### src/verilog/fsc_pkg.sv
// Shared constants, register map and types for the flash sector erase and security controller
package fsc_pkg;

  ////////////////////////////////////////////////////////////////////////////
  // Widths
  localparam int ADDR_W = 8;   // Avalon byte address width
  localparam int DATA_W = 32;  // Avalon data width
  localparam int GA_W = 23;    // Global flash address width
  localparam int WORD_W = 16;  // Command object word width
  localparam int IDX_W = 3;    // Parameter index width
  localparam int NUM_OBJ = 6;  // Command object words held
  localparam int NUM_KEYS = 4; // Backdoor keys

  ////////////////////////////////////////////////////////////////////////////
  // Register byte offsets
  localparam logic [7:0] OFF_PARAM_INDEX = 8'h00;
  localparam logic [7:0] OFF_COMMAND_OBJECT = 8'h04;
  localparam logic [7:0] OFF_FLASH_STATUS = 8'h08;
  localparam logic [7:0] OFF_FLASH_CONFIG = 8'h0C;
  localparam logic [7:0] OFF_FLASH_ERROR_CONFIG = 8'h10;
  localparam logic [7:0] OFF_FLASH_ERROR_STATUS = 8'h14;
  localparam logic [7:0] OFF_SECURITY = 8'h18;
  localparam logic [7:0] OFF_DFLASH_PROTECT = 8'h1C;

  ////////////////////////////////////////////////////////////////////////////
  // Field positions
  localparam int BIT_CCF = 7;    // Command complete flag
  localparam int BIT_ACC = 5;    // Access error flag
  localparam int BIT_PV = 4;     // Protection violation flag
  localparam int BIT_VS_HI = 1;  // Verify status, any error
  localparam int BIT_VS_LO = 0;  // Verify status, uncorrectable
  localparam int BIT_CMD_COMPLETE_IRQ_EN = 7;   // Command complete irq enable
  localparam int BIT_DFD = 1;    // Double fault flag / enable
  localparam int BIT_SFD = 0;    // Single fault flag / enable
  localparam int SEC_LSB = 0;    // Security state bits
  localparam int KEY_ENABLE_FIELD_LSB = 6;  // Key enable field
  localparam int CODE_LSB = 8;   // Command code in word 0
  localparam int GA_HI_W = 7;    // Global address [22:16] in word 0

  ////////////////////////////////////////////////////////////////////////////
  // Codes and reset values
  localparam logic [7:0] CMD_ERASE_DSECTOR = 8'h12;
  localparam logic [7:0] CMD_VERIFY_KEY = 8'h0C;
  localparam logic [IDX_W-1:0] IDX_ERASE = 3'h1;
  localparam logic [IDX_W-1:0] IDX_KEY = 3'h4;
  localparam logic [1:0] SEC_UNSECURED = 2'h2;
  localparam logic [1:0] KEY_ENABLE_FIELD_ENABLED = 2'h2;
  localparam logic [7:0] SEC_RESET_VAL = 8'hFF;
  localparam logic [GA_W-1:0] SEC_BYTE_ADDR = 23'h7FFF0F;
  localparam logic [GA_W-1:0] DF_BASE = 23'h100000;
  localparam logic [GA_W-1:0] DF_SIZE = 23'h001000;
  localparam int DF_SECT_LSB = 8;   // 256 byte sectors
  localparam int DF_SECT_W = 4;     // 16 sectors
  localparam logic [15:0] KEY_ZERO = 16'h0000;
  localparam logic [15:0] KEY_ONES = 16'hFFFF;

  ////////////////////////////////////////////////////////////////////////////
  // Sequencer states
  typedef enum logic [2:0] {
    ST_IDLE, ST_CHECK, ST_ERASE, ST_VERIFY, ST_KEYCHK, ST_DONE
  } fsc_state_t;

  // A key word that may legally serve as a backdoor key
  function automatic logic fsc_key_legal(input logic [15:0] k);
    fsc_key_legal = (k != KEY_ZERO) && (k != KEY_ONES);
  endfunction

endpackage
### src/verilog/fsc_ctrl.sv
// Flash data sector erase sequencer with security, key unlock and interrupt requests
`timescale 1ns/10ps
module fsc_ctrl (
  // Clock and reset
  input wire logic clk,
  input wire logic reset,
  // Avalon-MM register slave
  input wire logic [fsc_pkg::ADDR_W-1:0] avs_address,
  input wire logic avs_read,
  input wire logic avs_write,
  input wire logic [fsc_pkg::DATA_W-1:0] avs_writedata,
  input wire logic [3:0] avs_byteenable,
  output logic [fsc_pkg::DATA_W-1:0] avs_readdata,
  output logic avs_waitrequest,
  // Flash array sequencing
  output logic arr_erase_req,
  output logic arr_verify_req,
  output logic [fsc_pkg::GA_W-1:0] arr_addr,
  input wire logic arr_done,
  input wire logic arr_verify_err,
  input wire logic arr_verify_uncorr,
  // Flash array read side
  input wire logic ecc_single_fault,
  input wire logic ecc_double_fault,
  output logic pflash0_read_inhibit,
  // Security content of the configuration field
  input wire logic [7:0] sec_byte_in,
  input wire logic [15:0] stored_key0,
  input wire logic [15:0] stored_key1,
  input wire logic [15:0] stored_key2,
  input wire logic [15:0] stored_key3,
  // Operating mode and debug port
  input wire logic special_ss_mode,
  input wire logic dbg_erase_verify_done,
  input wire logic dbg_all_erased,
  output logic secured,
  // Power modes
  input wire logic stop_req,
  output logic stop_ack,
  // Interrupt requests
  output logic cmd_irq,
  output logic err_irq
);
  import fsc_pkg::*;

  ////////////////////////////////////////////////////////////////////////////
  // Declarations
  logic ack_r;                              // Bus answer phase
  logic wr_fire;                            // Write takes effect
  logic [DATA_W-1:0] wmask;                 // Byte lane mask
  logic [DATA_W-1:0] wdata;                 // Masked write data
  logic [DATA_W-1:0] rd_mux;                // Read data select
  logic [DATA_W-1:0] readdata_r;            // Registered read data
  logic [WORD_W-1:0] cmd_obj_r [NUM_OBJ];   // Command object words
  logic [IDX_W-1:0] param_index_r;          // Current parameter index
  logic cmd_complete_flag_r;                // Idle and ready
  logic access_error_flag_r;
  logic protection_violation_flag_r;
  logic verify_status_hi_r;
  logic verify_status_lo_r;
  logic cmd_complete_irq_en_r;
  logic double_fault_irq_en_r;
  logic single_fault_irq_en_r;
  logic double_fault_flag_r;
  logic single_fault_flag_r;
  logic [7:0] security_reg_r;               // Security state
  logic [15:0] dflash_protect_r;            // One bit per sector
  logic loaded_r;                           // Reset load finished
  logic key_locked_r;                       // Key command barred
  logic [GA_W-1:0] arr_addr_r;
  fsc_state_t state_r;
  fsc_state_t state_nxt;
  logic launch;                             // Command launch strobe
  logic set_acc;
  logic set_pv;
  logic set_vs_hi;
  logic set_vs_lo;
  logic done_evt;
  logic key_unsec;
  logic key_lock;
  logic key_match;
  logic [GA_W-1:0] glob_addr;               // Address from word 0 and 1
  logic [GA_W-1:0] df_off;                  // Offset within data flash
  logic [7:0] cmd_code;
  logic addr_valid;
  logic sect_prot;
  logic cmd_avail;

  ////////////////////////////////////////////////////////////////////////////
  // Bus handshake: one wait cycle, answer in the second cycle
  assign avs_waitrequest = (avs_read | avs_write) & ~ack_r;
  assign wr_fire = avs_write & ack_r;
  assign avs_readdata = readdata_r;

  // Answer phase toggles once per request
  always_ff @(posedge clk) begin
    if (reset) begin
      ack_r <= 1'b0;
    end else begin
      ack_r <= (avs_read | avs_write) & ~ack_r;
    end
  end

  // Byte enables gate the write lanes
  always_comb begin
    for (int i = 0; i < 4; i++) begin
      wmask[i*8 +: 8] = {8{avs_byteenable[i]}};
    end
    wdata = avs_writedata & wmask;
  end

  // Read data select; unmapped offsets read zero
  always_comb begin
    rd_mux = '0;
    case (avs_address)
      OFF_PARAM_INDEX: begin
        rd_mux[IDX_W-1:0] = param_index_r;
      end
      OFF_COMMAND_OBJECT: begin
        if (param_index_r < IDX_W'(NUM_OBJ)) begin
          rd_mux[WORD_W-1:0] = cmd_obj_r[param_index_r];
        end
      end
      OFF_FLASH_STATUS: begin
        rd_mux[BIT_CCF] = cmd_complete_flag_r;
        rd_mux[BIT_ACC] = access_error_flag_r;
        rd_mux[BIT_PV] = protection_violation_flag_r;
        rd_mux[BIT_VS_HI] = verify_status_hi_r;
        rd_mux[BIT_VS_LO] = verify_status_lo_r;
      end
      OFF_FLASH_CONFIG: begin
        rd_mux[BIT_CMD_COMPLETE_IRQ_EN] = cmd_complete_irq_en_r;
      end
      OFF_FLASH_ERROR_CONFIG: begin
        rd_mux[BIT_DFD] = double_fault_irq_en_r;
        rd_mux[BIT_SFD] = single_fault_irq_en_r;
      end
      OFF_FLASH_ERROR_STATUS: begin
        rd_mux[BIT_DFD] = double_fault_flag_r;
        rd_mux[BIT_SFD] = single_fault_flag_r;
      end
      OFF_SECURITY: begin
        rd_mux[7:0] = security_reg_r;
      end
      OFF_DFLASH_PROTECT: begin
        rd_mux[15:0] = dflash_protect_r;
      end
      default: begin
        rd_mux = '0;
      end
    endcase
  end

  // Read data captured for the answer cycle
  always_ff @(posedge clk) begin
    if (reset) begin
      readdata_r <= '0;
    end else if (avs_read & ~ack_r) begin
      readdata_r <= rd_mux;
    end
  end

  ////////////////////////////////////////////////////////////////////////////
  // Command object and index; ignored while a command is busy
  always_ff @(posedge clk) begin
    if (reset) begin
      param_index_r <= '0;
    end else if (wr_fire && cmd_complete_flag_r && avs_address == OFF_PARAM_INDEX) begin
      param_index_r <= wdata[IDX_W-1:0];
    end
  end

  // Parameter words written through the index
  always_ff @(posedge clk) begin
    if (reset) begin
      for (int i = 0; i < NUM_OBJ; i++) begin
        cmd_obj_r[i] <= '0;
      end
    end else if (wr_fire && cmd_complete_flag_r && avs_address == OFF_COMMAND_OBJECT &&
                 param_index_r < IDX_W'(NUM_OBJ)) begin
      cmd_obj_r[param_index_r] <= wdata[WORD_W-1:0];
    end
  end

  // Writing one to the complete flag launches the command
  assign launch = wr_fire && avs_address == OFF_FLASH_STATUS && wdata[BIT_CCF] &&
                  cmd_complete_flag_r && state_r == ST_IDLE;

  ////////////////////////////////////////////////////////////////////////////
  // Command decode
  assign cmd_code = cmd_obj_r[0][CODE_LSB +: 8];
  assign glob_addr = {cmd_obj_r[0][GA_HI_W-1:0], cmd_obj_r[1]};
  assign df_off = glob_addr - DF_BASE;
  assign addr_valid = (glob_addr >= DF_BASE) && (df_off < DF_SIZE);
  assign sect_prot = dflash_protect_r[df_off[DF_SECT_LSB +: DF_SECT_W]];

  // Erase needs unsecured or special mode; key check needs normal mode
  always_comb begin
    if (cmd_code == CMD_ERASE_DSECTOR) begin
      cmd_avail = ~secured | special_ss_mode;
    end else begin
      cmd_avail = ~special_ss_mode;
    end
  end

  ////////////////////////////////////////////////////////////////////////////
  // Key comparator on words 1 to 4
  fsc_key_cmp u_key_cmp (
    .key_in0 (cmd_obj_r[1]),
    .key_in1 (cmd_obj_r[2]),
    .key_in2 (cmd_obj_r[3]),
    .key_in3 (cmd_obj_r[4]),
    .key_st0 (stored_key0),
    .key_st1 (stored_key1),
    .key_st2 (stored_key2),
    .key_st3 (stored_key3),
    .match (key_match)
  );

  ////////////////////////////////////////////////////////////////////////////
  // Sequencer next state and event strobes
  always_comb begin
    state_nxt = state_r;
    set_acc = 1'b0;
    set_pv = 1'b0;
    set_vs_hi = 1'b0;
    set_vs_lo = 1'b0;
    done_evt = 1'b0;
    key_unsec = 1'b0;
    key_lock = 1'b0;
    case (state_r)
      ST_IDLE: begin
        if (launch) begin
          state_nxt = ST_CHECK;
        end
      end
      ST_CHECK: begin
        if (cmd_code == CMD_ERASE_DSECTOR) begin
          if (param_index_r != IDX_ERASE || !cmd_avail || !addr_valid || glob_addr[0]) begin
            set_acc = 1'b1;
            state_nxt = ST_DONE;
          end else if (sect_prot) begin
            set_pv = 1'b1;
            state_nxt = ST_DONE;
          end else begin
            state_nxt = ST_ERASE;
          end
        end else if (cmd_code == CMD_VERIFY_KEY) begin
          if (param_index_r != IDX_KEY || !cmd_avail || key_locked_r ||
              security_reg_r[KEY_ENABLE_FIELD_LSB +: 2] != KEY_ENABLE_FIELD_ENABLED) begin
            set_acc = 1'b1;
            state_nxt = ST_DONE;
          end else begin
            state_nxt = ST_KEYCHK;
          end
        end else begin
          // Commands not handled here are refused
          set_acc = 1'b1;
          state_nxt = ST_DONE;
        end
      end
      ST_ERASE: begin
        if (arr_done) begin
          state_nxt = ST_VERIFY;
        end
      end
      ST_VERIFY: begin
        if (arr_done) begin
          set_vs_hi = arr_verify_err;
          set_vs_lo = arr_verify_uncorr;
          state_nxt = ST_DONE;
        end
      end
      ST_KEYCHK: begin
        // Only the security bits or the key lock move; keys and protection are untouched
        if (key_match) begin
          key_unsec = 1'b1;
        end else begin
          key_lock = 1'b1;
        end
        state_nxt = ST_DONE;
      end
      ST_DONE: begin
        done_evt = 1'b1;
        state_nxt = ST_IDLE;
      end
      default: begin
        state_nxt = ST_IDLE;
      end
    endcase
  end

  // Sequencer state
  always_ff @(posedge clk) begin
    if (reset) begin
      state_r <= ST_IDLE;
    end else begin
      state_r <= state_nxt;
    end
  end

  // Array address latched in the check state, whether or not the checks pass
  always_ff @(posedge clk) begin
    if (reset) begin
      arr_addr_r <= '0;
    end else if (state_r == ST_CHECK) begin
      arr_addr_r <= glob_addr;
    end
  end

  assign arr_addr = arr_addr_r;
  assign arr_erase_req = (state_r == ST_ERASE);
  assign arr_verify_req = (state_r == ST_VERIFY);
  assign pflash0_read_inhibit = (state_r == ST_KEYCHK);

  ////////////////////////////////////////////////////////////////////////////
  // Status flags; a hardware set wins over a software clear
  always_ff @(posedge clk) begin
    if (reset) begin
      cmd_complete_flag_r <= 1'b0;
    end else if (!loaded_r || done_evt) begin
      cmd_complete_flag_r <= 1'b1;
    end else if (launch) begin
      cmd_complete_flag_r <= 1'b0;
    end
  end

  // Access and protection errors, write one to clear
  always_ff @(posedge clk) begin
    if (reset) begin
      access_error_flag_r <= 1'b0;
      protection_violation_flag_r <= 1'b0;
    end else begin
      access_error_flag_r <= set_acc | (access_error_flag_r &
        ~(wr_fire && avs_address == OFF_FLASH_STATUS && wdata[BIT_ACC]));
      protection_violation_flag_r <= set_pv | (protection_violation_flag_r &
        ~(wr_fire && avs_address == OFF_FLASH_STATUS && wdata[BIT_PV]));
    end
  end

  // Verify status cleared by each launch
  always_ff @(posedge clk) begin
    if (reset) begin
      verify_status_hi_r <= 1'b0;
      verify_status_lo_r <= 1'b0;
    end else begin
      verify_status_hi_r <= set_vs_hi | (verify_status_hi_r & ~launch);
      verify_status_lo_r <= set_vs_lo | (verify_status_lo_r & ~launch);
    end
  end

  // ECC fault flags from array reads, write one to clear
  always_ff @(posedge clk) begin
    if (reset) begin
      double_fault_flag_r <= 1'b0;
      single_fault_flag_r <= 1'b0;
    end else begin
      double_fault_flag_r <= ecc_double_fault | (double_fault_flag_r &
        ~(wr_fire && avs_address == OFF_FLASH_ERROR_STATUS && wdata[BIT_DFD]));
      single_fault_flag_r <= ecc_single_fault | (single_fault_flag_r &
        ~(wr_fire && avs_address == OFF_FLASH_ERROR_STATUS && wdata[BIT_SFD]));
    end
  end

  ////////////////////////////////////////////////////////////////////////////
  // Configuration registers
  always_ff @(posedge clk) begin
    if (reset) begin
      cmd_complete_irq_en_r <= 1'b0;
      double_fault_irq_en_r <= 1'b0;
      single_fault_irq_en_r <= 1'b0;
      dflash_protect_r <= '0;
    end else if (wr_fire) begin
      case (avs_address)
        OFF_FLASH_CONFIG: begin
          cmd_complete_irq_en_r <= wdata[BIT_CMD_COMPLETE_IRQ_EN];
        end
        OFF_FLASH_ERROR_CONFIG: begin
          double_fault_irq_en_r <= wdata[BIT_DFD];
          single_fault_irq_en_r <= wdata[BIT_SFD];
        end
        OFF_DFLASH_PROTECT: begin
          dflash_protect_r <= wdata[15:0];
        end
        default: begin
        end
      endcase
    end
  end

  ////////////////////////////////////////////////////////////////////////////
  // Security: loaded once after reset, so later programming waits for reset
  always_ff @(posedge clk) begin
    if (reset) begin
      loaded_r <= 1'b0;
      security_reg_r <= SEC_RESET_VAL;
    end else if (!loaded_r) begin
      loaded_r <= 1'b1;
      security_reg_r <= sec_byte_in;
    end else if (key_unsec) begin
      security_reg_r[SEC_LSB +: 2] <= SEC_UNSECURED;
    end else if (special_ss_mode && dbg_erase_verify_done && dbg_all_erased) begin
      security_reg_r[SEC_LSB +: 2] <= SEC_UNSECURED;
    end
  end

  // Key lock holds until the next reset
  always_ff @(posedge clk) begin
    if (reset) begin
      key_locked_r <= 1'b0;
    end else if (key_lock) begin
      key_locked_r <= 1'b1;
    end
  end

  assign secured = (security_reg_r[SEC_LSB +: 2] != SEC_UNSECURED);

  ////////////////////////////////////////////////////////////////////////////
  // Interrupt requests and power mode handshake
  assign cmd_irq = cmd_complete_flag_r & cmd_complete_irq_en_r;
  assign err_irq = (double_fault_flag_r & double_fault_irq_en_r) |
                   (single_fault_flag_r & single_fault_irq_en_r);
  assign stop_ack = stop_req & cmd_complete_flag_r & (state_r == ST_IDLE);

endmodule

### src/verilog/fsc_key_cmp.sv
// Backdoor key comparator for the flash security controller
`timescale 1ns/10ps
module fsc_key_cmp (
  // Presented keys
  input wire logic [15:0] key_in0,
  input wire logic [15:0] key_in1,
  input wire logic [15:0] key_in2,
  input wire logic [15:0] key_in3,
  // Stored keys
  input wire logic [15:0] key_st0,
  input wire logic [15:0] key_st1,
  input wire logic [15:0] key_st2,
  input wire logic [15:0] key_st3,
  // Result
  output logic match
);
  import fsc_pkg::*;

  ////////////////////////////////////////////////////////////////////////////
  // All four must match and every stored key must be a legal value
  always_comb begin
    match = (key_in0 == key_st0) && (key_in1 == key_st1) &&
            (key_in2 == key_st2) && (key_in3 == key_st3) &&
            fsc_key_legal(key_st0) && fsc_key_legal(key_st1) &&
            fsc_key_legal(key_st2) && fsc_key_legal(key_st3);
  end

endmodule

### config.mk
export PLATFORM = sky130hd
export DESIGN_NAME = fsc_ctrl
export DESIGN_NICKNAME = d
export VERILOG_FILES = /design/src/verilog/fsc_pkg.sv /design/src/verilog/fsc_ctrl.sv /design/src/verilog/fsc_key_cmp.sv
export SDC_FILE = /design/constraint.sdc
export NUM_CORES = 1
export LEC_CHECK = 0
export BUFFER_PORTS_ARGS = -buffer_cell sky130_fd_sc_hd__buf_2
export CAP_MARGIN = 10
export CORE_ASPECT_RATIO = 2
export CORE_MARGIN = 3
export CORE_UTILIZATION = 29
export DETAILED_ROUTE_END_ITERATION = 8
export SLEW_MARGIN = 20
export SYNTH_ARGS = -nofsm -noshare
export SYNTH_HDL_FRONTEND = slang
export SYNTH_HIERARCHICAL = 1
export SYNTH_SLANG_ARGS = --single-unit
### constraint.sdc
create_clock -name clk -period 5.5 [get_ports clk]
set_input_delay 0.55 -clock clk [delete_from_list [all_inputs] [get_ports clk]]
set_output_delay 0.55 -clock clk [all_outputs]
set_load 0.02 [all_outputs]
==> results.ini <==
[setup_path]
r2r-end = cmd_obj_r[2][4]
critPathArrivalTime_ps = 3880
crit_path_max_fanout = 44
timing.rr.start = ack_r
endpoint_kind = flip-flop
rr_worst_depth = 4
cp.required_ps = 5640
cp-start-kind = input port
worstSetupPathType = in -> reg
rrSetupSlack_ps = 2260

[floorplanning]
core_area_um2 = 35200
fp.dieW_um = 140.0
start_util_pct = 29.61
die_h_um = 274.1
rows = 97
fp.dieArea_um2 = 38380
ios = 192

[power_and_ir_drop]
irDropWorstVdd_uv = 240.3
power.density_nw_per_um2 = 284.3
total_power_w = 0.003489
p_leak_nw = 4.402

[detailed_routing]
wl_met2_um = 19290
drc_errors = 0
wl_met3_um = 2391
wl_met1_um = 12690
vias_per_cell = 5.302
detail_route.wirelength_um = 35950
drt_first_pass_iters = 5
ant_nets = 0
vias = 8277
wl_per_cell_um = 23.03
top_layer = met4
drt_iter0_drc = 731

[sta]
worst_pin_slew_ps = 1101
clock_skew_ps = 14.17
fmax_mhz = 267.1
drv_slew = 0
hold_viol_final = 0
post-route-min-period_ps = 3745
relSlewSlack_pct = 25.56
min_period_over_period_pct = 68.08
hold_ws_ps = 251.9
worst_slack_ps = 1755
final-setup-viol-count = 0
tns_ps = 0
rsz0062_at_grt = false

[synthesis]
ys_async_sr_fraction_pct = 0
netlist_top_cells_area = edfxtp_1 (37%), dfxtp_1 (16%), mux4_2 (8.0%)
yosys_warnings = 6
synth-main-ff-cell = edfxtp_1
syn_inst = 950
avgSynthCellArea_um2 = 10.97
netlist_area_um2 = 10420
synth_seq_area_share_pct = 53.21
yosysTopAreaCell = edfxtp_1
synth_edf_count = 128
synth_cell_types = 56
synth_top_area_share_pct = 36.88
ys_ff_latch = 213

[status]
status = completed

[clocking]
ctsHoldBuffers = 0
postCtsSetupBuffers = 0
ctsResizeCount = 0
clock_path_buffers = 3
cts_sinks = 213
path_clk_slew_ps = 70
cts_buffers = 20
cts_tree = yes
htreeDepth = 1
insertion_delay_ps = 510
cts_root_buffer = clkbuf_16

[cells_and_area]
nets = 1232
synthToLayoutAreaGrowth_pct = 17.76
diodes = 0
layout.cells.non_filler = 1561
drive_above_1_share_pct = 25.45

[grt]
grt_max_degree = 65
overflow = 0
grt_pass1_vias = 7984
grt_use_total_pct = 18.14
antenna_found_initial = 0
grt_pass1_wl_um = 51510

[placed_design]
portBuffers = 157
pre_cts_ws_ps = 1274
dp_hpwl_um = 28070
dp.cells = 1525
gp_congestion = 0.9457

[min_path]
hold_end = security_reg_r[7]
min_from = sec_byte_in[7]
whs_path_depth = 3
hp-class = in -> reg

[run]
drv_cap = 0

power breakdown:
part	switching, W	internal, W	leakage [nW]	total (W)
clock	0.000615	0.000767	0.312	0.00138
combinational	0.000197	0.000113	2.09	0.000310
sequential	0.0000542	0.00174	2.00	0.00180
Yosys cell counts (3+ instances only):
| library cell | instances |
|---|---|
| nor3b_1 | 3 |
| dfxtp_1 | 85 |
| xor2_1 | 25 |
| mux2i_1 | 18 |
| a31oi_1 | 12 |
| buf_1 | 6 |
| nor4_2 | 5 |
| a21o_1 | 3 |
| nor2b_1 | 6 |
| nor2_2 | 9 |
| buf_2 | 3 |
| edfxtp_1 | 128 |
| a221o_1 | 3 |
| o21ai_0 | 23 |
| nand3_1 | 20 |
| clkbuf_1 | 56 |
| buf_6 | 4 |
| mux4_2 | 37 |
| or4_1 | 4 |
| nand4_1 | 33 |
| nand2b_1 | 7 |
| buf_4 | 16 |
| mux2_2 | 16 |
| a21oi_1 | 53 |
| a221oi_1 | 5 |
| nor4_1 | 30 |
| inv_1 | 22 |
| nor4bb_1 | 3 |
| or2_2 | 9 |
| a22oi_1 | 4 |
| nor3_1 | 30 |
| xnor2_1 | 40 |
| and2_1 | 5 |
| nand2_1 | 125 |
| nor2_1 | 70 |
logic make-up after synthesis:
group                      share of synthesized area (%)
xor gates and xnor gates                           5.463
AOI/OAI and AO/OA                                  6.495
DFF                                                53.21
adders and majority gates                         0.1200
muxes                                              11.45
and+or+nand+nor                                    18.47
buffers and inverters                              4.754
other                                            0.03598
layout make-up:
type                    count  area [um2]
fillers                  3568       22920
clock inverters             9       77.57
inverters                  22       82.58
multi-input cells         677        4583
repair buffers            168       868.3
flip-flops and latches    213        5545
well taps                 445       556.8
clock buffers              27       558.0
state kept, by name, summed over array words and instances (netlist names), 3 cells and up, named ones only:
signal,count
cmd_obj_r,128
arr_addr,23
avs_readdata,16
dflash_protect_r,16
security_reg_r,8
param_index_r,3
state_r,3
cells in the final DEF, fill, tap and decap left out, types with 20 or more instances in the layout:
cell and instances:
o21ai_0 22, a21oi_1 53, dfxtp_1 85, mux4_2 37
buf_2 157, xor2_1 25, nand4_1 33, edfxtp_1 128
xnor2_1 40, nor3_1 30, nand3_1 20, nor4_1 29
nand2_1 125, nor2_1 70, inv_1 22, clkbuf_16 21
conb_1 48
metrics by stage:
stage	cell area (um2)	util, %
finish	12270	34.87
global route	12270	34.87
CTS	12270	34.87
detailed placement	11640	33.06
global placement	11630	33.04
floorplan	10600	-
worst max-delay path: stages:
cell and delay, ps:
buf_2 100, or4_4 600, or3_1 440, or4_4 770, or4b_4 760, nand2_1 630
metal layers:
layer | GRT usage [%] | vias to the layer above
met5 | 0 | -
met4 | 7.555 | 0
met3 | 1.920 | 68
met2 | 34.12 | 413
met1 | 20.62 | 4077
li1 | - | 3719
how the worst max path moves through the flow:
| stage | slack [ps] | to | depth (start not counted) | start |
|---|---|---|---|---|
| 2_1_floorplan | 1480 | cmd_obj_r[4][0] | 8 | avs_address[1] |
| 3_3_place_gp | 1350 | cmd_obj_r[2][1] | 6 | avs_address[1] |
| 3_5_place_dp | 1270 | cmd_obj_r[2][1] | 6 | avs_address[1] |
| 4_1_cts | 1800 | cmd_obj_r[2][13] | 6 | avs_address[1] |
| 5_1_grt | 1700 | cmd_obj_r[2][13] | 6 | avs_address[1] |
| 6_report | 1760 | cmd_obj_r[2][4] | 6 | avs_address[1] |
Power figures use the tool's default switching activity.
